<file path="config.mk">
export PLATFORM = sky130hd
export DESIGN_NAME = monitor_alarm_status_regs
export DESIGN_NICKNAME = d
export VERILOG_FILES = /design/src/monitor_alarm_pkg.sv /design/src/axil_slave_port.sv /design/src/monitor_alarm_status_regs.sv
export SDC_FILE = /design/constraint.sdc
export NUM_CORES = 1
export LEC_CHECK = 0
export ABC_AREA = 1
export BUFFER_PORTS_ARGS = -buffer_cell sky130_fd_sc_hd__buf_2
export CAP_MARGIN = 20
export CORE_MARGIN = 3
export CORE_UTILIZATION = 45
export CTS_BUF_LIST = sky130_fd_sc_hd__clkbuf_8
export DETAILED_ROUTE_END_ITERATION = 6
export PLACE_DENSITY_LB_ADDON = 0.1
export SKIP_CTS_REPAIR_TIMING = 1
export SYNTH_ARGS = -nofsm -noshare
export SYNTH_HDL_FRONTEND = slang
export SYNTH_SLANG_ARGS = --single-unit
</file>
<file path="constraint.sdc">
create_clock -name aclk -period 3.2 [get_ports aclk]
set_input_delay 0.64 -clock aclk [delete_from_list [all_inputs] [get_ports aclk]]
set_output_delay 0.64 -clock aclk [all_outputs]
set_load 0.01 [all_outputs]
</file>
<file path="src/monitor_alarm_pkg.sv">
// Register indices, field layouts and reset values of the alarm bank.
// Assumes a 32-bit AXI4-Lite master with word-aligned accesses.
package monitor_alarm_pkg;

    // ****************************************************************
    // Register indices (byte address is four times the index)
    // ****************************************************************
    localparam logic [7:0] IDX_BEEP_ENABLE  = 8'ha3;
    localparam logic [7:0] IDX_SPEECH_TWO   = 8'ha4;
    localparam logic [7:0] IDX_SPEECH_THREE = 8'ha5;
    localparam logic [7:0] IDX_PIN_SELECT   = 8'ha6;
    localparam logic [7:0] IDX_FLASH_PAGES  = 8'ha7;
    localparam logic [7:0] IDX_STATUS_ONE   = 8'ha9;
    localparam logic [7:0] IDX_STATUS_TWO   = 8'haa;

    // ****************************************************************
    // Field positions and reset values
    // ****************************************************************
    localparam int BIT_USER_BEEP     = 7;
    localparam int BIT_VARIANT_PROBE = 7;
    localparam int BIT_LED_SELECT    = 6;
    localparam int PAGE_BITS         = 5;
    localparam int TRAP_BITS         = 5;
    localparam logic [7:0] PIN_WRITE_MASK = 8'hdf;
    localparam logic [7:0] BEEP_RESET     = 8'h00;
    localparam logic [7:0] PIN_RESET      = 8'h00;
    localparam logic [7:0] SPEECH_RESET   = 8'h00;
    localparam logic [4:0] PAGE_RESET     = 5'h00;
    localparam logic [7:0] STATUS_RESET   = 8'h00;
    localparam logic [1:0] RESP_OKAY      = 2'h0;
    localparam logic [1:0] RESP_DECERR    = 2'h3;

    // Alarm sources in the same order as enable bits 6 down to 0.
    typedef struct packed {
        logic fifth_fan;
        logic fourth_fan;
        logic target_temp_three;
        logic target_temp_two;
        logic target_temp_one;
        logic battery_volt;
        logic standby_volt;
    } beep_sources_t;

    typedef struct packed {
        logic second_fan;
        logic first_fan;
        logic temp_two;
        logic temp_one;
        logic plus_five;
        logic plus_three_three;
        logic first_aux_voltage;
        logic core_voltage;
    } status_one_t;

    typedef struct packed {
        logic unused_top;
        logic second_aux_voltage;
        logic temp_three;
        logic case_open;
        logic third_fan;
        logic minus_five;
        logic minus_twelve;
        logic plus_twelve;
    } status_two_t;

    typedef struct packed {
        logic interrupt_or_led_select;
        logic trap_five_pin_select;
        logic trap_four_pin_select;
        logic trap_three_pin_select;
        logic trap_two_pin_select;
        logic trap_one_pin_select;
    } pin_routing_t;

endpackage

</file>
<file path="src/axil_slave_port.sv">
// AXI4-Lite slave front end: takes one write and one read at a time.
// Assumes the owner decodes addresses and supplies read data at once.
`timescale 1ns/1ns
module axil_slave_port
    import monitor_alarm_pkg::*;
#(parameter int ADDR_W = 12) (
    input  wire logic              aclk,
    input  wire logic              aresetn,
    input  wire logic              clk_en,
    input  wire logic [ADDR_W-1:0] s_awaddr,
    input  wire logic              s_awvalid,
    output logic                   s_awready,
    input  wire logic [31:0]       s_wdata,
    input  wire logic [3:0]        s_wstrb,
    input  wire logic              s_wvalid,
    output logic                   s_wready,
    output logic [1:0]             s_bresp,
    output logic                   s_bvalid,
    input  wire logic              s_bready,
    input  wire logic [ADDR_W-1:0] s_araddr,
    input  wire logic              s_arvalid,
    output logic                   s_arready,
    output logic [31:0]            s_rdata,
    output logic [1:0]             s_rresp,
    output logic                   s_rvalid,
    input  wire logic              s_rready,
    output logic                   wr_fire,
    output logic [ADDR_W-1:0]      wr_addr,
    output logic [31:0]            wr_data,
    output logic [3:0]             wr_strb,
    input  wire logic              wr_hit,
    output logic                   rd_fire,
    output logic [ADDR_W-1:0]      rd_addr,
    input  wire logic [31:0]       rd_data,
    input  wire logic              rd_hit
);
    logic aw_full;
    logic w_full;
    logic aw_take;
    logic w_take;
    logic b_done;
    logic r_done;

    assign aw_take = clk_en & s_awvalid & s_awready;
    assign w_take  = clk_en & s_wvalid & s_wready;
    assign b_done  = clk_en & s_bvalid & s_bready;
    assign r_done  = clk_en & s_rvalid & s_rready;
    assign wr_fire = clk_en & aw_full & w_full & ~s_bvalid;
    assign rd_fire = clk_en & s_arvalid & s_arready;
    assign rd_addr = s_araddr;

    // ****************************************************************
    // Write channels
    // ****************************************************************
    always_ff @(posedge aclk) begin
        if (!aresetn) begin
            aw_full   <= 1'b0;
            w_full    <= 1'b0;
            s_awready <= 1'b1;
            s_wready  <= 1'b1;
            s_bvalid  <= 1'b0;
            s_bresp   <= RESP_OKAY;
            wr_addr   <= '0;
            wr_data   <= 32'h0000_0000;
            wr_strb   <= 4'h0;
        end else begin
            if (aw_take) begin
                aw_full   <= 1'b1;
                s_awready <= 1'b0;
                wr_addr   <= s_awaddr;
            end
            if (w_take) begin
                w_full   <= 1'b1;
                s_wready <= 1'b0;
                wr_data  <= s_wdata;
                wr_strb  <= s_wstrb;
            end
            if (wr_fire) begin
                aw_full  <= 1'b0;
                w_full   <= 1'b0;
                s_bvalid <= 1'b1;
                s_bresp  <= wr_hit ? RESP_OKAY : RESP_DECERR;
            end
            if (b_done) begin
                s_bvalid  <= 1'b0;
                s_awready <= 1'b1;
                s_wready  <= 1'b1;
            end
        end
    end

    // ****************************************************************
    // Read channels
    // ****************************************************************
    always_ff @(posedge aclk) begin
        if (!aresetn) begin
            s_arready <= 1'b1;
            s_rvalid  <= 1'b0;
            s_rdata   <= 32'h0000_0000;
            s_rresp   <= RESP_OKAY;
        end else if (rd_fire) begin
            s_arready <= 1'b0;
            s_rvalid  <= 1'b1;
            s_rdata   <= rd_data;
            s_rresp   <= rd_hit ? RESP_OKAY : RESP_DECERR;
        end else if (r_done) begin
            s_rvalid  <= 1'b0;
            s_arready <= 1'b1;
        end
    end
endmodule

</file>
<file path="src/monitor_alarm_status_regs.sv">
// Beep enables, pin routing, flash and speech read-back and live
// limit status of the hardware monitor, behind an AXI4-Lite slave.
// Assumes the comparison engines drive the flag inputs synchronously.
//
// Added by the designer: the AXI4-Lite interface to the registers.
`timescale 1ns/1ns

// Summary of operation
// - User beep bit forces beep continuously.
// - Bits 6,5 gate fifth, fourth fan alarms.
// - Bits 4..2 gate target temperature alarms.
// - Bit 1 gates battery voltage alarm.
// - Bit 0 gates standby voltage alarm.
// - Beep enable register resets to zero.
// - Speech data bits read at A4h, A5h.
// - Probe bit reads zero on speech variant.
// - Bit 6 picks interrupt or LED output.
// - Bits 4..0 turn trap pins general-purpose.
// - Read-only page count, latched when coding ends.
// - Status one bits 7,6 flag fans.
// - Temperature flags in both status registers.
// - Status one bits 3..0 flag voltages.
// - Status two voltage flags bits 6,2..0.
// - Status two bit 3 flags third fan.
// - Status two bit 4 mirrors case-open.
// - Status registers live, read-only, reset zero.
module monitor_alarm_status_regs
    import monitor_alarm_pkg::*;
#(parameter int ADDR_W = 12) (
    input  wire logic              aclk,
    input  wire logic              aresetn,
    input  wire logic              clk_en,
    input  wire logic [ADDR_W-1:0] s_awaddr,
    input  wire logic              s_awvalid,
    output logic                   s_awready,
    input  wire logic [31:0]       s_wdata,
    input  wire logic [3:0]        s_wstrb,
    input  wire logic              s_wvalid,
    output logic                   s_wready,
    output logic [1:0]             s_bresp,
    output logic                   s_bvalid,
    input  wire logic              s_bready,
    input  wire logic [ADDR_W-1:0] s_araddr,
    input  wire logic              s_arvalid,
    output logic                   s_arready,
    output logic [31:0]            s_rdata,
    output logic [1:0]             s_rresp,
    output logic                   s_rvalid,
    input  wire logic              s_rready,
    input  wire beep_sources_t     beep_sources,
    input  wire status_one_t       status_one_in,
    input  wire status_two_t       status_two_in,
    input  wire logic [31:0]       speech_read_data,
    input  wire logic [4:0]        flash_page_count,
    input  wire logic              page_coding_done,
    input  wire logic              gpio_variant_strap,
    input  wire logic              system_mgmt_interrupt_out,
    input  wire logic              led_drive_out,
    output logic                   beep_request,
    output logic                   shared_pin_out,
    output pin_routing_t           pin_routing
);

    // ****************************************************************
    // Address decode
    // ****************************************************************
    function automatic logic [7:0] index_of(
        input logic [ADDR_W-1:0] addr
    );
        index_of = addr[9:2];
    endfunction

    function automatic logic is_mapped(input logic [ADDR_W-1:0] addr);
        logic [7:0] idx;
        idx = addr[9:2];
        is_mapped = (addr[1:0] == 2'h0)
                  && (addr[ADDR_W-1:10] == '0)
                  && ((idx == IDX_BEEP_ENABLE)
                   || (idx == IDX_SPEECH_TWO)
                   || (idx == IDX_SPEECH_THREE)
                   || (idx == IDX_PIN_SELECT)
                   || (idx == IDX_FLASH_PAGES)
                   || (idx == IDX_STATUS_ONE)
                   || (idx == IDX_STATUS_TWO));
    endfunction

    logic              wr_fire;
    logic [ADDR_W-1:0] wr_addr;
    logic [31:0]       wr_data;
    logic [3:0]        wr_strb;
    logic              wr_hit;
    logic              rd_fire;
    logic [ADDR_W-1:0] rd_addr;
    logic [31:0]       rd_data;
    logic              rd_hit;
    logic [7:0]        wr_index;
    logic [7:0]        rd_index;
    logic              wr_byte;
    logic              wr_beep;
    logic              wr_pins;
    logic [7:0]        rd_byte;
    logic [7:0]        pin_readback;

    logic [7:0]        beep_enable;
    logic [7:0]        pin_select;
    logic [7:0]        speech_two;
    logic [7:0]        speech_three;
    logic [4:0]        page_count;
    status_one_t       status_one;
    status_two_t       status_two;
    logic              gpio_variant;
    logic              strap_taken;
    logic              next_beep_request;
    logic              next_shared_pin;

    axil_slave_port #(.ADDR_W(ADDR_W)) bus_port (
        .aclk      (aclk),
        .aresetn   (aresetn),
        .clk_en    (clk_en),
        .s_awaddr  (s_awaddr),
        .s_awvalid (s_awvalid),
        .s_awready (s_awready),
        .s_wdata   (s_wdata),
        .s_wstrb   (s_wstrb),
        .s_wvalid  (s_wvalid),
        .s_wready  (s_wready),
        .s_bresp   (s_bresp),
        .s_bvalid  (s_bvalid),
        .s_bready  (s_bready),
        .s_araddr  (s_araddr),
        .s_arvalid (s_arvalid),
        .s_arready (s_arready),
        .s_rdata   (s_rdata),
        .s_rresp   (s_rresp),
        .s_rvalid  (s_rvalid),
        .s_rready  (s_rready),
        .wr_fire   (wr_fire),
        .wr_addr   (wr_addr),
        .wr_data   (wr_data),
        .wr_strb   (wr_strb),
        .wr_hit    (wr_hit),
        .rd_fire   (rd_fire),
        .rd_addr   (rd_addr),
        .rd_data   (rd_data),
        .rd_hit    (rd_hit)
    );

    assign wr_index = index_of(wr_addr);
    assign rd_index = index_of(rd_addr);
    assign wr_hit   = is_mapped(wr_addr);
    assign rd_hit   = is_mapped(rd_addr);
    assign wr_byte  = wr_fire & wr_hit & wr_strb[0];
    assign wr_beep  = wr_byte & (wr_index == IDX_BEEP_ENABLE);
    assign wr_pins  = wr_byte & (wr_index == IDX_PIN_SELECT);

    assign pin_readback = {pin_select[BIT_VARIANT_PROBE] & gpio_variant,
                           pin_select[BIT_LED_SELECT], 1'b0,
                           pin_select[TRAP_BITS-1:0]};

    assign rd_byte =
        (rd_index == IDX_BEEP_ENABLE)  ? beep_enable  :
        (rd_index == IDX_SPEECH_TWO)   ? speech_two   :
        (rd_index == IDX_SPEECH_THREE) ? speech_three :
        (rd_index == IDX_PIN_SELECT)   ? pin_readback :
        (rd_index == IDX_FLASH_PAGES)  ? {3'h0, page_count} :
        (rd_index == IDX_STATUS_ONE)   ? status_one   :
        (rd_index == IDX_STATUS_TWO)   ? status_two   : 8'h00;
    assign rd_data = rd_hit ? {24'h00_0000, rd_byte} : 32'h0000_0000;

    // ****************************************************************
    // Software registers
    // ****************************************************************
    // beep enable reset
    always_ff @(posedge aclk) begin
        if (!aresetn) begin
            beep_enable <= BEEP_RESET;
        end else if (clk_en && wr_beep) begin
            beep_enable <= wr_data[7:0];
        end
    end

    always_ff @(posedge aclk) begin
        if (!aresetn) begin
            pin_select <= PIN_RESET;
        end else if (clk_en && wr_pins) begin
            pin_select <= wr_data[7:0] & PIN_WRITE_MASK;
        end
    end

    // The variant strap is caught once, on the first enabled cycle
    // after reset is released.
    always_ff @(posedge aclk) begin
        if (!aresetn) begin
            strap_taken  <= 1'b0;
            gpio_variant <= 1'b0;
        end else if (clk_en && !strap_taken) begin
            strap_taken  <= 1'b1;
            gpio_variant <= gpio_variant_strap;
        end
    end

    // ****************************************************************
    // Read-only mirrors
    // ****************************************************************
    // speech data bytes
    always_ff @(posedge aclk) begin
        if (!aresetn) begin
            speech_two   <= SPEECH_RESET;
            speech_three <= SPEECH_RESET;
        end else if (clk_en) begin
            speech_two   <= speech_read_data[23:16];
            speech_three <= speech_read_data[31:24];
        end
    end

    always_ff @(posedge aclk) begin
        if (!aresetn) begin
            page_count <= PAGE_RESET;
        end else if (clk_en && page_coding_done) begin
            page_count <= flash_page_count[PAGE_BITS-1:0];
        end
    end

    always_ff @(posedge aclk) begin
        if (!aresetn) begin
            status_one <= STATUS_RESET;
            status_two <= STATUS_RESET;
        end else if (clk_en) begin
            status_one <= status_one_in;
            status_two <= {1'b0, status_two_in[6:0]};
        end
    end

    // ****************************************************************
    // Beep and pin outputs
    // ****************************************************************
    // gated sources
    assign next_beep_request = beep_enable[BIT_USER_BEEP]
                             | (|(beep_enable[6:0] & beep_sources));
    assign next_shared_pin = pin_select[BIT_LED_SELECT] ? led_drive_out
                           : system_mgmt_interrupt_out;

    always_ff @(posedge aclk) begin
        if (!aresetn) begin
            beep_request   <= 1'b0;
            shared_pin_out <= 1'b0;
            pin_routing    <= '0;
        end else if (clk_en) begin
            beep_request   <= next_beep_request;
            shared_pin_out <= next_shared_pin;
            pin_routing    <= {pin_select[BIT_LED_SELECT],
                               pin_select[TRAP_BITS-1:0]};
        end
    end

    // ****************************************************************
    // Assertions
    // ****************************************************************
    // Checks start one edge after the release of reset has been seen.
    logic reset_done;
    always_ff @(posedge aclk) begin
        reset_done <= aresetn;
    end
endmodule

</file>
# [Word-level counts from Yosys, hierarchy flattened]
# Index checks and enable logic that the tools add are counted.
# Widths: inputs -> output; s select.
[classes] n_eq_ne=14 n_reduce_logical=29 bitwise=22 mux=15
[op_table] cell="$eq 8x8->1 const B" count=14
[op_table] cell="$mux 8" count=7
[op_table] cell="$and 1x1->1" count=18
[op_table] cell="$logic_or 1x1->1" count=12
[op_table] cell="$logic_and 1x1->1" count=8
[op_table] cell="$logic_not 2->1" count=4
[op_table] cell="$and 7x7->7" count=1
[op_table] cell="$mux 7" count=1
[op_table] cell="$reduce_or 7->1" count=1
[op_table] cell="$mux 1" count=5
[op_table] cell="$mux 2" count=2
[op_table] cell="$reduce_or 2->1" count=2
[op_table] cell="$not 1->1" count=2
[op_table] cell="$reduce_bool 2->1" count=1
[op_table] cell="$logic_not 1->1" count=1
[op_table] cell="$or 1x1->1" count=1
[totals] in_bits=132 ff_bits=125 word_cells=123 output_inout_bits=49

# [Depth between registers and ports, before layout]
# Gate-level depths: netlist of the first run.
[logic_depth] depth_word=12 ltp_mapped=13 depth_no_buf=12

# [Modules after synthesis]
# Synthesis of the first run repeated with hierarchy kept, for this count alone.
[hier_totals] hier_cells=919 hier_area_um2=6560.0
[modules_own_cells] mod="axil_slave_port" area_each_um2=3422.0 seq_area_each_um2=1781.7 n_inst=1 cells_per_inst=423
[modules_own_cells] mod="monitor_alarm_status_regs" area_each_um2=3138.0 seq_area_each_um2=1221.2 n_inst=1 cells_per_inst=496

# [Worst setup path after synthesis of the first run]
# No wires, ideal clock.
[synth_timing] kind="input to register" start="input clk_en" end="register beep_enable[0]" t_arrival_ps=1715 stages=7 setup_ps=113 setup_slack_ps=1373 t_required_ps=3087 path_cell_list="buf_6 nand4_4 nor4_4 nand4_2 buf_6 nor2_1 nor2_1"
[synth_via] elab_chain_cells=7
[synth_lines] element="from (decl)" line="monitor_alarm_status_regs.sv:32" text="input wire logic clk_en,"
[synth_lines] element="$and 1x1->1 (3 in series)" line="axil_slave_port.sv:48" text="assign wr_fire = clk_en & aw_full & w_full & ~s_bvalid;"
[synth_lines] element="$and 1x1->1 (2 in series)" line="monitor_alarm_status_regs.sv:152" text="assign wr_byte = wr_fire & wr_hit & wr_strb[0];"
[synth_lines] element="$and 1x1->1" line="monitor_alarm_status_regs.sv:153" text="assign wr_beep = wr_byte & (wr_index == IDX_BEEP_ENABLE);"
[synth_lines] element="$logic_and 1x1->1 *" line="monitor_alarm_status_regs.sv:177" text="end else if (clk_en && wr_beep) begin"
[synth_lines] element="to (signal assigned)" line="monitor_alarm_status_regs.sv:178" text="beep_enable <= wr_data[7:0];"
[synth_lines] element="to (decl)" line="monitor_alarm_status_regs.sv:104" text="logic [7:0] beep_enable;"
# Every way passes the cells marked *; elsewhere a longest branch is shown, timed or not.
# A chain may end at the register's enable or synchronous reset.

# [Final worst setup path of the first run]
[layout_timing] start="input clk_en" end="register beep_enable[5]"
# Same word-level chain as after synthesis.

==> flow_metrics.py, run 1 <==
metrics = {
    "worst_setup_path": {
        "timing.critical_path.slowest_stage_cell": "nand4_2",
        "startpoint_type": "primary input",
        "worst_path_largest_cell_delay_ps": 410,
        "criticalPathCategory": "in2reg",
        "timing.critical_path.to_type": "flip-flop",
        "worstPathMaxFanout": 26,
        "crit_path_frequent_cell": "nor2_1",
        "critical_path_required_ps": 3440,
        "cpLargestDelayFamily": "simple AND/OR/NAND/NOR gates",
        "cp_cell_sequence": "buf_2 -> buf_4 -> nand3_1 -> nor3_1 -> nand4_2 -> nor2_1 -> nor2_1",
        "critical_path.n_buffers_inverters": 2,
        "cp.arrival_ps": 2240,
    },
    "grt": {
        "grt_pass1_wl_um": 18300,
        "groute.usage.overall": 0.201,
        "antenna_found_initial": 0,
        "first_global_vias": 4016,
        "maximum_number_of_pins_on_one_net_before_global_route_repair": 73,
        "grt-ovfl-total": 0,
    },
    "sta": {
        "hold_viol": 0,
        "timing.max_slew.rel_slack": 0.469,
        "unrepaired_setup_endpoints_after_global_routing": "no",
        "final_min_period_over_clock_period": 0.625,
        "setup_viol": 0,
        "final_max_slew_viol_count": 0,
        "tmin_final_ps": 2000,
        "setup_total_negative_slack_ps": 0,
        "clock.fmax_mhz": 500,
        "worstMarginPinSlew_ps": 796,
        "fin_skew_ps": 7.09,
    },
    "place": {
        "globalplace.congestion": 0.912,
        "place.port_buffers": 112,
        "hpwl_um": 8200,
        "placed_cell_area_sq_mm": 0.00500,
    },
    "clock_tree": {
        "cts_tree": "built",
        "cts-root-to-sink-buffers": 2,
        "clk_pin_slew_ps": 90,
        "clk_latency_ps": 350,
        "cts_sinks": 99,
        "cts_root_buffer": "clkbuf_8",
        "cts-buffers-inserted": 9,
        "ctsHtreeMaxLevel": 3,
    },
    "pwr": {
        "power.share.switching": 0.247,
        "power.share.clock": 0.349,
        "comb_power_share": 0.102,
        "cellPowerDensity_mw_per_mm2": 463,
        "switchingPower_w": 0.000596,
        "total_leakage_power_nw": 2.55,
        "ir_drop_uv": 282,
        "seq_power_share": 0.549,
        "p_int_w": 0.00182,
    },
    "logic_synthesis": {
        "syn_avg_cell_area_sq_um": 6.94,
        "synth-seq-area-share": 0.443,
        "synth.top_cell.area_share": 0.443,
        "synth_area_leaders": "dfxtp_1 (44%), nand2_1 (11%), nor2_1 (9.4%)",
        "yosys.cell_count.top_type": "nand2_1",
        "synth_top_cell_by_area": "dfxtp_1",
        "netlist-cell-type-count": 34,
        "synth-edff-count": 0,
        "synth-seq-cells": 99,
        "netlist_area_before_placement_sq_mm": 0.00448,
        "dominantRegCellSynth": "dfxtp_1",
        "top_cells_by_count_synth": "nand2_1 (132), nor2_1 (112), dfxtp_1 (99)",
        "ys.warnings.count": 0,
        "asyncSetResetFlopFracSynth": 0,
        "synthCells": 645,
    },
    "worst_hold_path": {
        "min-delay-path-class": "reg2reg",
    },
    "run_status": {
        "status": "finished, final reports clean",
    },
    "cells_and_area": {
        "num_antenna_cells": 0,
        "final_design_area_no_fill_sq_mm": 0.00521,
        "drive_above_1_share": 0.194,
        "flow.area_growth_from_synthesis_pct": 16.3,
        "final_nets": 874,
    },
    "routing": {
        "routed_via_density": 4.76,
        "drc_errors": 0,
        "detailedRoute.firstIterationViolations": 220,
        "first_pass_iters": 4,
        "routedWlPerCell_um": 12.6,
        "drtAntennaViolNets": 0,
        "postRouteWirelength_um": 11100,
        "vias": 4167,
    },
    "floorplanning": {
        "core_footprint_sq_mm": 0.00946,
        "chipWidth_um": 106,
        "effective_utilization_at_floorplan": 0.473,
        "top_level_pins": 181,
        "floorplan.die_area_sq_mm": 0.0112,
        "die_h_um": 106,
        "num_rows": 35,
    },
    "flow_run": {
        "cap_viol_max_count": 0,
    },
}
per-layer routing:
metal	vias to the layer above	wire [um]	track usage	share of wire
li1	2185	-	-	-
met3	18	645	0.0472	0.058
met5	-	0	0	0
met4	0	269	0.0796	0.024
met1	1840	5040	0.254	0.46
met2	124	5100	0.330	0.46
power by group through the flow:
stage	clock network [W]	logic [W]	registers, W
finish	0.000843	0.000246	0.00132
global route	0.000918	0.000283	0.00133
CTS	0.000869	0.000248	0.00132
detailed placement	0	0.000247	0.00135
global placement	0	0.000241	0.00135
floorplan	0	0.000169	0.00135
through the flow:
step	power [W]	util	hold WS, ps	worst slack (ps)	cells
floorplan	0.00152	-	429	1370	668
global placement	0.00159	0.529	442	881	860
detailed placement	0.00160	0.529	448	858	860
CTS	0.00244	0.550	462	1220	875
global route	0.00253	0.550	493	1040	875
finish	0.00241	0.550	457	1200	875
sequential cells by signal, indices dropped and copies added, names as in the netlist, 5 cells and up:
register	count
status_two	7
pin_select	7
bus_port.wr_addr	12
speech_two	8
bus_port.s_rdata	8
status_one	8
speech_three	8
pin_routing	6
page_count	5
bus_port.wr_data	8
beep_enable	8
cells in the final DEF, fill, tap and decap left out, drive strengths merged, types with 9 or more instances in the layout:
| master | count |
|---|---|
| a21oi | 52 |
| dfxtp | 99 |
| inv | 66 |
| o21ai | 63 |
| nand4 | 9 |
| buf | 117 |
| nor2 | 114 |
| conb | 24 |
| nand3 | 32 |
| clkbuf | 9 |
| nand2 | 134 |
worst min-delay path: stages, from the launching register on:
cell and delay (ps):
dfxtp_1 310, inv_1 60, a21oi_1 50
final cells by class:
cell class                      count  area [sq um]
Inverter                           66           248
Clock buffer                        9           124
Clock inverter                      6          82.6
Timing Repair Buffer              117           598
Multi-Input combinational cell    449          2010
Tap cell                          129           161
Sequential cell                    99          1980
Fill cell                         982          4250
logic make-up after synthesis:
logic type | synth area share
other | 0.000838
XOR/XNOR | 0.00196
AO/OA/AOI/OAI | 0.141
AND/OR/NAND/NOR | 0.286
buffers and inverters | 0.127
flip-flops | 0.443
final timing paths:
kind / start / endpoint / slack (ps) / cells past startpoint
worst max-delay path: clk_en / beep_enable[5]$_SDFFE_PN0P_ / 1200 / 7
worst min-delay path: bus_port.wr_addr[1]$_SDFFE_PN0P_ / bus_port.wr_addr[1]$_SDFFE_PN0P_ / 460 / 2
worst max register to register: bus_port.s_bvalid$_SDFFE_PP0P_ / beep_enable[5]$_SDFFE_PN0P_ / 1380 / 6
worst min register to register: bus_port.wr_addr[1]$_SDFFE_PN0P_ / bus_port.wr_addr[1]$_SDFFE_PN0P_ / 460 / 2
(Power assumes the default switching activity.)
==> inputs of run 2 (changes only) <==
- clock period: 3.2 -> 2 ns (I/O delays scaled with it)
==> run 2 against run 1 <==
Hold slack got worse by 200 ps; total power rose by 64%; clock skew rose by 1.3 ps; setup slack got worse by 870 ps.
==> flow_metrics.py, run 2 (synthesis gave the netlist of run 1 again) <==
metrics = {
    "clock_tree": {
        "clk_latency_ps": 360,
        "clk_pin_slew_ps": 90,
        "cts_tree": "built",
        "ctsHtreeMaxLevel": 3,
        "cts-buffers-inserted": 9,
        "cts_root_buffer": "clkbuf_8",
        "cts-root-to-sink-buffers": 2,
        "cts_sinks": 99,
    },
    "grt": {
        "gr-usage-met2": 0.333,
        "globalRouteMet1Util": 0.254,
        "antenna_found_initial": 0,
        "grt_pass1_wl_um": 18200,
        "grt-ovfl-total": 0,
        "first_global_vias": 3906,
        "maximum_number_of_pins_on_one_net_before_global_route_repair": 73,
        "groute.usage.overall": 0.200,
        "met3_usage": 0.0576,
        "global_route.peak_usage_layer": "met2",
    },
    "sta": {
        "final_max_slew_viol_count": 0,
        "setup_total_negative_slack_ps": 0,
        "timing.max_slew.rel_slack": 0.573,
        "worstMarginPinSlew_ps": 641,
        "tmin_final_ps": 1670,
        "worst_slack_ps": 327,
        "clock.fmax_mhz": 598,
        "setup_viol": 0,
        "hold_viol": 0,
        "fin_skew_ps": 8.38,
        "final_min_period_over_clock_period": 0.837,
        "unrepaired_setup_endpoints_after_global_routing": "no",
    },
    "worst_setup_path": {
        "startpoint_type": "flip-flop",
        "timing.critical_path.slowest_stage_cell": "nor4_4",
        "cp.arrival_ps": 1970,
        "crit_path_frequent_cell": "nand2_1",
        "worst_path_largest_cell_delay_ps": 370,
        "cp_cell_sequence": "inv_1 -> nand4_4 -> nor4_4 -> nand4_2 -> nand2_1 -> nand2_1 -> nor2_1",
        "timing.critical_path.to_type": "flip-flop",
        "worstPathMaxFanout": 14,
        "criticalPathCategory": "reg2reg",
        "critical_path_required_ps": 2300,
    },
    "cells_and_area": {
        "largest_reg_flops": 12,
        "drive_above_1_share": 0.206,
        "flow.area_growth_from_synthesis_pct": 18.7,
        "final_common_cell": "nand2_1",
        "most_used_cells_in_the_layout_excluding_fill_and_tap_cells": "nand2_1 (132), nor2_1 (112), buf_2 (112), dfxtp_1 (99), o21ai_0 (61)",
        "final_nets": 883,
        "num_antenna_cells": 0,
        "largest_register": "bus_port.wr_addr",
    },
    "run_status": {
        "status": "finished, final reports clean",
    },
    "floorplanning": {
        "num_rows": 35,
        "effective_utilization_at_floorplan": 0.473,
        "floorplan.die_area_sq_mm": 0.0112,
        "die_h_um": 106,
        "chipWidth_um": 106,
        "top_level_pins": 181,
        "core_footprint_sq_mm": 0.00946,
    },
    "place": {
        "detailedPlace.worstSlack_ps": 70.1,
        "place.port_buffers": 112,
        "globalplace.congestion": 0.878,
        "hpwl_um": 8240,
    },
    "routing": {
        "drc_errors": 0,
        "routedWlPerCell_um": 12.5,
        "first_pass_iters": 4,
        "detailedRoute.firstIterationViolations": 208,
        "drtAntennaViolNets": 0,
        "routed_via_density": 4.70,
        "postRouteWirelength_um": 11000,
        "vias": 4157,
    },
    "flow_run": {
        "cap_viol_max_count": 0,
    },
    "pwr": {
        "cellPowerDensity_mw_per_mm2": 747,
        "total_leakage_power_nw": 2.61,
        "ir_drop_uv": 449,
    },
    "worst_hold_path": {
        "min-delay-path-class": "in2reg",
    },
}
==> run 2: cell types whose count changed in the layout (fill, tap and decap cells not counted) <==
| cell | before | now |
|---|---|---|
| buf_12 | 0 | 1 |
| buf_4 | 5 | 13 |
| clkbuf_8 | 9 | 11 |
| clkinv_2 | 2 | 1 |
| inv_1 | 60 | 59 |
| inv_6 | 0 | 1 |
==> run 2: layout make-up <==
class                           instances  area (sq um)
Multi-Input combinational cell        449          2010
Inverter                               66           248
Clock inverter                          5          82.6
Timing Repair Buffer                  126           678
Tap cell                              129           161
Sequential cell                        99          1980
Fill cell                             964          4150
Clock buffer                           11           151
==> run 2: metal layers <==
layer,share of wire,vias up
met5,0,-
met4,0.011,0
met3,0.076,6
met2,0.46,131
met1,0.45,1812
li1,-,2208
==> run 2: through the flow <==
stage	utilization	total power, W	area, sq um	std cells	hold WS, ps
after CTS	0.562	0.00402	5310	885	245
final	0.562	0.00397	5310	885	262
after global placement	0.537	0.00256	5080	869	443
after floorplan	-	0.00243	4560	668	429
after detailed placement	0.537	0.00256	5080	869	451
after global routing	0.562	0.00418	5310	885	250
==> run 2: worst paths after layout <==
path / from / to / slack, ps / depth (start not counted)
min reg2reg: bus_port.s_rdata[5]$_SDFFE_PN0P_ / bus_port.s_rdata[5]$_SDFFE_PN0P_ / 460 / 2
min: status_two_in[4] / status_two[4]$_SDFFE_PN0P_ / 260 / 3
max reg2reg: bus_port.s_bvalid$_SDFFE_PP0P_ / pin_select[2]$_SDFFE_PN0P_ / 330 / 7
max: bus_port.s_bvalid$_SDFFE_PP0P_ / pin_select[2]$_SDFFE_PN0P_ / 330 / 7
==> run 2: where the power goes <==
group	internal, W	leakage (nW)	switching, W	total, W
Combinational	0.000156	1.67	0.000245	0.000401
Sequential	0.00207	0.813	0.0000504	0.00212
Clock	0.000778	0.120	0.000673	0.00145
==> run 2: critical path: cells and delay by family, from the launching register on <==
kind | cells | cell delay, ps
flip-flops | 1 | 340
buffers and inverters | 1 | 110
AND/OR/NAND/NOR | 6 | 1170
==> inputs of run 3 (changes only) <==
- ABC_AREA: 1 -> 0
- clock period: 2 -> 1.36 ns (I/O delays scaled with it)
==> run 3 against run 2 <==
The run now ends with negative setup slack left; sequential share of layout area shrank 3.1 points; fmax shrank 13%; non-clock buffer count grew 31; cell count shrank 13%; setup slack lost 880 ps; global-route usage grew 0.31 points; clock skew is essentially flat; final area grew 9.3%; critical path depth shrank 1; flip-flop and latch count is the same; die area grew 3.2%; largest cell class unchanged; largest power group unchanged.
==> flow_metrics.py, run 3 <==
metrics = {
    "worst_setup_path": {
        "startpoint_type": "flip-flop",
        "timing.reg2reg.worst_path_depth": 6,
        "worst-r2r-setup-slack_ps": -550,
        "timing.rr.end": "beep_enable[4]$_SDFFE_PN0P_",
        "criticalPathCategory": "reg2reg",
        "setup.worst_path.start": "bus_port.wr_addr[11]$_SDFFE_PN0P_",
        "worst_r2r_startpoint": "bus_port.wr_addr[11]$_SDFFE_PN0P_",
        "timing.critical_path.to": "beep_enable[4]$_SDFFE_PN0P_",
        "worstPathMaxFanout": 8,
        "timing.critical_path.to_type": "flip-flop",
        "cp.arrival_ps": 2170,
        "critical_path_required_ps": 1620,
    },
    "worst_hold_path": {
        "timing.hold.worst.start": "s_wdata[0]",
        "min-delay-path-class": "in2reg",
    },
    "routing": {
        "drtAntennaViolNets": 0,
        "routed_via_density": 4.99,
        "drc_errors": 0,
        "routedWlPerCell_um": 15.2,
        "route.layer.met1.wl_um": 5370,
        "detailedRoute.firstIterationViolations": 196,
        "first_pass_iters": 4,
        "vias": 3830,
        "topRoutingLayerUsed": "met4",
        "detailroute.wirelength.met2_um": 5450,
        "routed-wl-met3_um": 711,
        "postRouteWirelength_um": 11700,
    },
    "sta": {
        "clock.fmax_mhz": 523,
        "final_max_slew_viol_count": 0,
        "hold_viol": 0,
        "final_min_period_over_clock_period": 1.41,
        "setup_viol": 16,
        "fin_skew_ps": 8.29,
        "tmin_final_ps": 1910,
        "unrepaired_setup_endpoints_after_global_routing": "yes",
        "hold-worst-slack_ps": 152,
        "worst_slack_ps": -554,
    },
    "clock_tree": {
        "cts_root_buffer": "clkbuf_8",
        "cts_sinks": 99,
        "clk_latency_ps": 360,
        "cts-root-to-sink-buffers": 2,
        "cts_tree": "built",
        "ctsHtreeMaxLevel": 3,
        "cts-buffers-inserted": 9,
        "clk_pin_slew_ps": 90,
    },
    "grt": {
        "maximum_number_of_pins_on_one_net_before_global_route_repair": 32,
        "groute.usage.overall": 0.203,
        "antenna_found_initial": 0,
        "grt_pass1_wl_um": 18300,
        "grt-ovfl-total": 0,
        "first_global_vias": 3590,
    },
    "cells_and_area": {
        "seqCellArea_sq_mm": 0.00198,
        "largest_register": "bus_port.wr_addr",
        "drive_above_1_share": 0.315,
        "final_design_area_no_fill_sq_mm": 0.00581,
        "final_common_cell": "buf_2",
        "multi_input_combinational_cell_area_sq_mm": 0.00252,
        "most_used_cells_in_the_layout_excluding_fill_and_tap_cells": "buf_2 (107), dfxtp_1 (97), nand2_1 (64), nor2b_1 (61), mux2i_1 (54)",
        "num-fill-cells": 928,
        "final_nets": 761,
        "num_antenna_cells": 0,
        "largest_reg_flops": 12,
        "flow.area_growth_from_synthesis_pct": 25.4,
    },
    "logic_synthesis": {
        "synth-seq-cells": 99,
        "synth-seq-area-share": 0.428,
        "synth-edff-count": 0,
        "netlist_area_before_placement_sq_mm": 0.00463,
        "asyncSetResetFlopFracSynth": 0,
        "synth_top_cell_by_area": "dfxtp_1",
        "dominantRegCellSynth": "dfxtp_1",
        "top_cells_by_count_synth": "dfxtp_1 (99), nand2_1 (65), nor2b_1 (65)",
        "synth.top_cell.area_share": 0.428,
        "netlist-cell-type-count": 51,
        "ys.warnings.count": 0,
        "synthCells": 492,
        "syn_avg_cell_area_sq_um": 9.41,
        "synth_area_leaders": "dfxtp_1 (43%), mux2i_1 (12%), nor2b_1 (8.8%)",
        "yosys.cell_count.top_type": "dfxtp_1",
    },
    "floorplanning": {
        "top_level_pins": 181,
        "num_rows": 36,
        "effective_utilization_at_floorplan": 0.467,
        "die_h_um": 107,
        "core_footprint_sq_mm": 0.00991,
        "floorplan.die_area_sq_mm": 0.0115,
        "chipWidth_um": 107,
    },
    "place": {
        "globalplace.congestion": 0.852,
        "placed_cell_area_sq_mm": 0.00553,
        "place.port_buffers": 112,
        "hpwl_um": 9180,
    },
    "run_status": {
        "status": "complete, but fails checks",
        "violations_in_the_final_reports": "negative setup slack",
    },
    "pwr": {
        "cellPowerDensity_mw_per_mm2": 944,
        "ir_drop_uv": 563,
        "total_leakage_power_nw": 2.68,
    },
    "flow_run": {
        "cap_viol_max_count": 0,
    },
}
## run 3: cell types whose count changed after synthesis, moves of 6 or more
cell / delta
a21oi_1: -41
o21ai_0: -54
mux2i_1: +54
inv_1: -54
nand3_1: -21
a21boi_0: +26
nor2_1: -102
o31ai_1: +6
nand2_1: -67
and3_1: +6
inv_2: -6
nor2b_1: +65
## run 3: through the flow
step                      worst slack, ps  instances  utilization  setup TNS, ps  power, W
after floorplan                      -454        515            -          -8330   0.00361
after global placement               -503        751        0.558         -13020   0.00387
after detailed placement             -550        751        0.558         -14740   0.00389
after CTS                            -566        767        0.574          -8230   0.00551
after global routing                 -662        767        0.586          -9720   0.00573
final                                -554        767        0.586          -7890   0.00548
## run 3: worst min path at each step
| stage | endpoint | depth (start not counted) |
|---|---|---|
| global placement | strap_taken$_SDFFE_PN0P_ | 1 |
| global route | bus_port.wr_data[6]$_SDFFE_PN0P_ | 3 |
| detailed placement | strap_taken$_SDFFE_PN0P_ | 1 |
| floorplan | bus_port.wr_data[3]$_SDFFE_PN0P_ | 2 |
| CTS | bus_port.wr_data[0]$_SDFFE_PN0P_ | 3 |
| finish | bus_port.wr_data[0]$_SDFFE_PN0P_ | 3 |
## run 3: cells by family after synthesis
kind of cell | after synthesis | share of synthesized area
xor gates and xnor gates | 1 | 0.00351
and+or+nand+nor | 190 | 0.238
other | 1 | 0.000810
AOI/OAI and AO/OA | 86 | 0.133
DFF | 99 | 0.428
muxes | 56 | 0.126
buffers and inverters | 59 | 0.0711
## run 3: worst max-delay path, stage by stage (launching register included)
cell,delay (ps)
dfxtp_1,320
or4_4,550
nor4_4,260
buf_4,180
nand4_4,220
mux2i_1,230
nor2b_1,60
## run 3: power breakdown
group	switching (W)	internal [W]	leakage, nW
sequential	0.0000788	0.00301	0.809
combinational	0.000376	0.000384	1.78
clock	0.000984	0.000648	0.0955
## run 3: routing by layer
metal,up-vias,track usage
met4,0,0.0667
met1,1776,0.283
met2,104,0.316
met3,9,0.0396
li1,1941,-
met5,-,0
## run 3: area by class of cell
cell class | instances | share of cell area
clock buffer | 9 | 0.0213
clock inverter | 7 | 0.00625
inverter | 5 | 0.00323
multi-input combinational | 357 | 0.434
sequential | 99 | 0.342
tap | 133 | 0.0287
timing repair buffer | 157 | 0.165
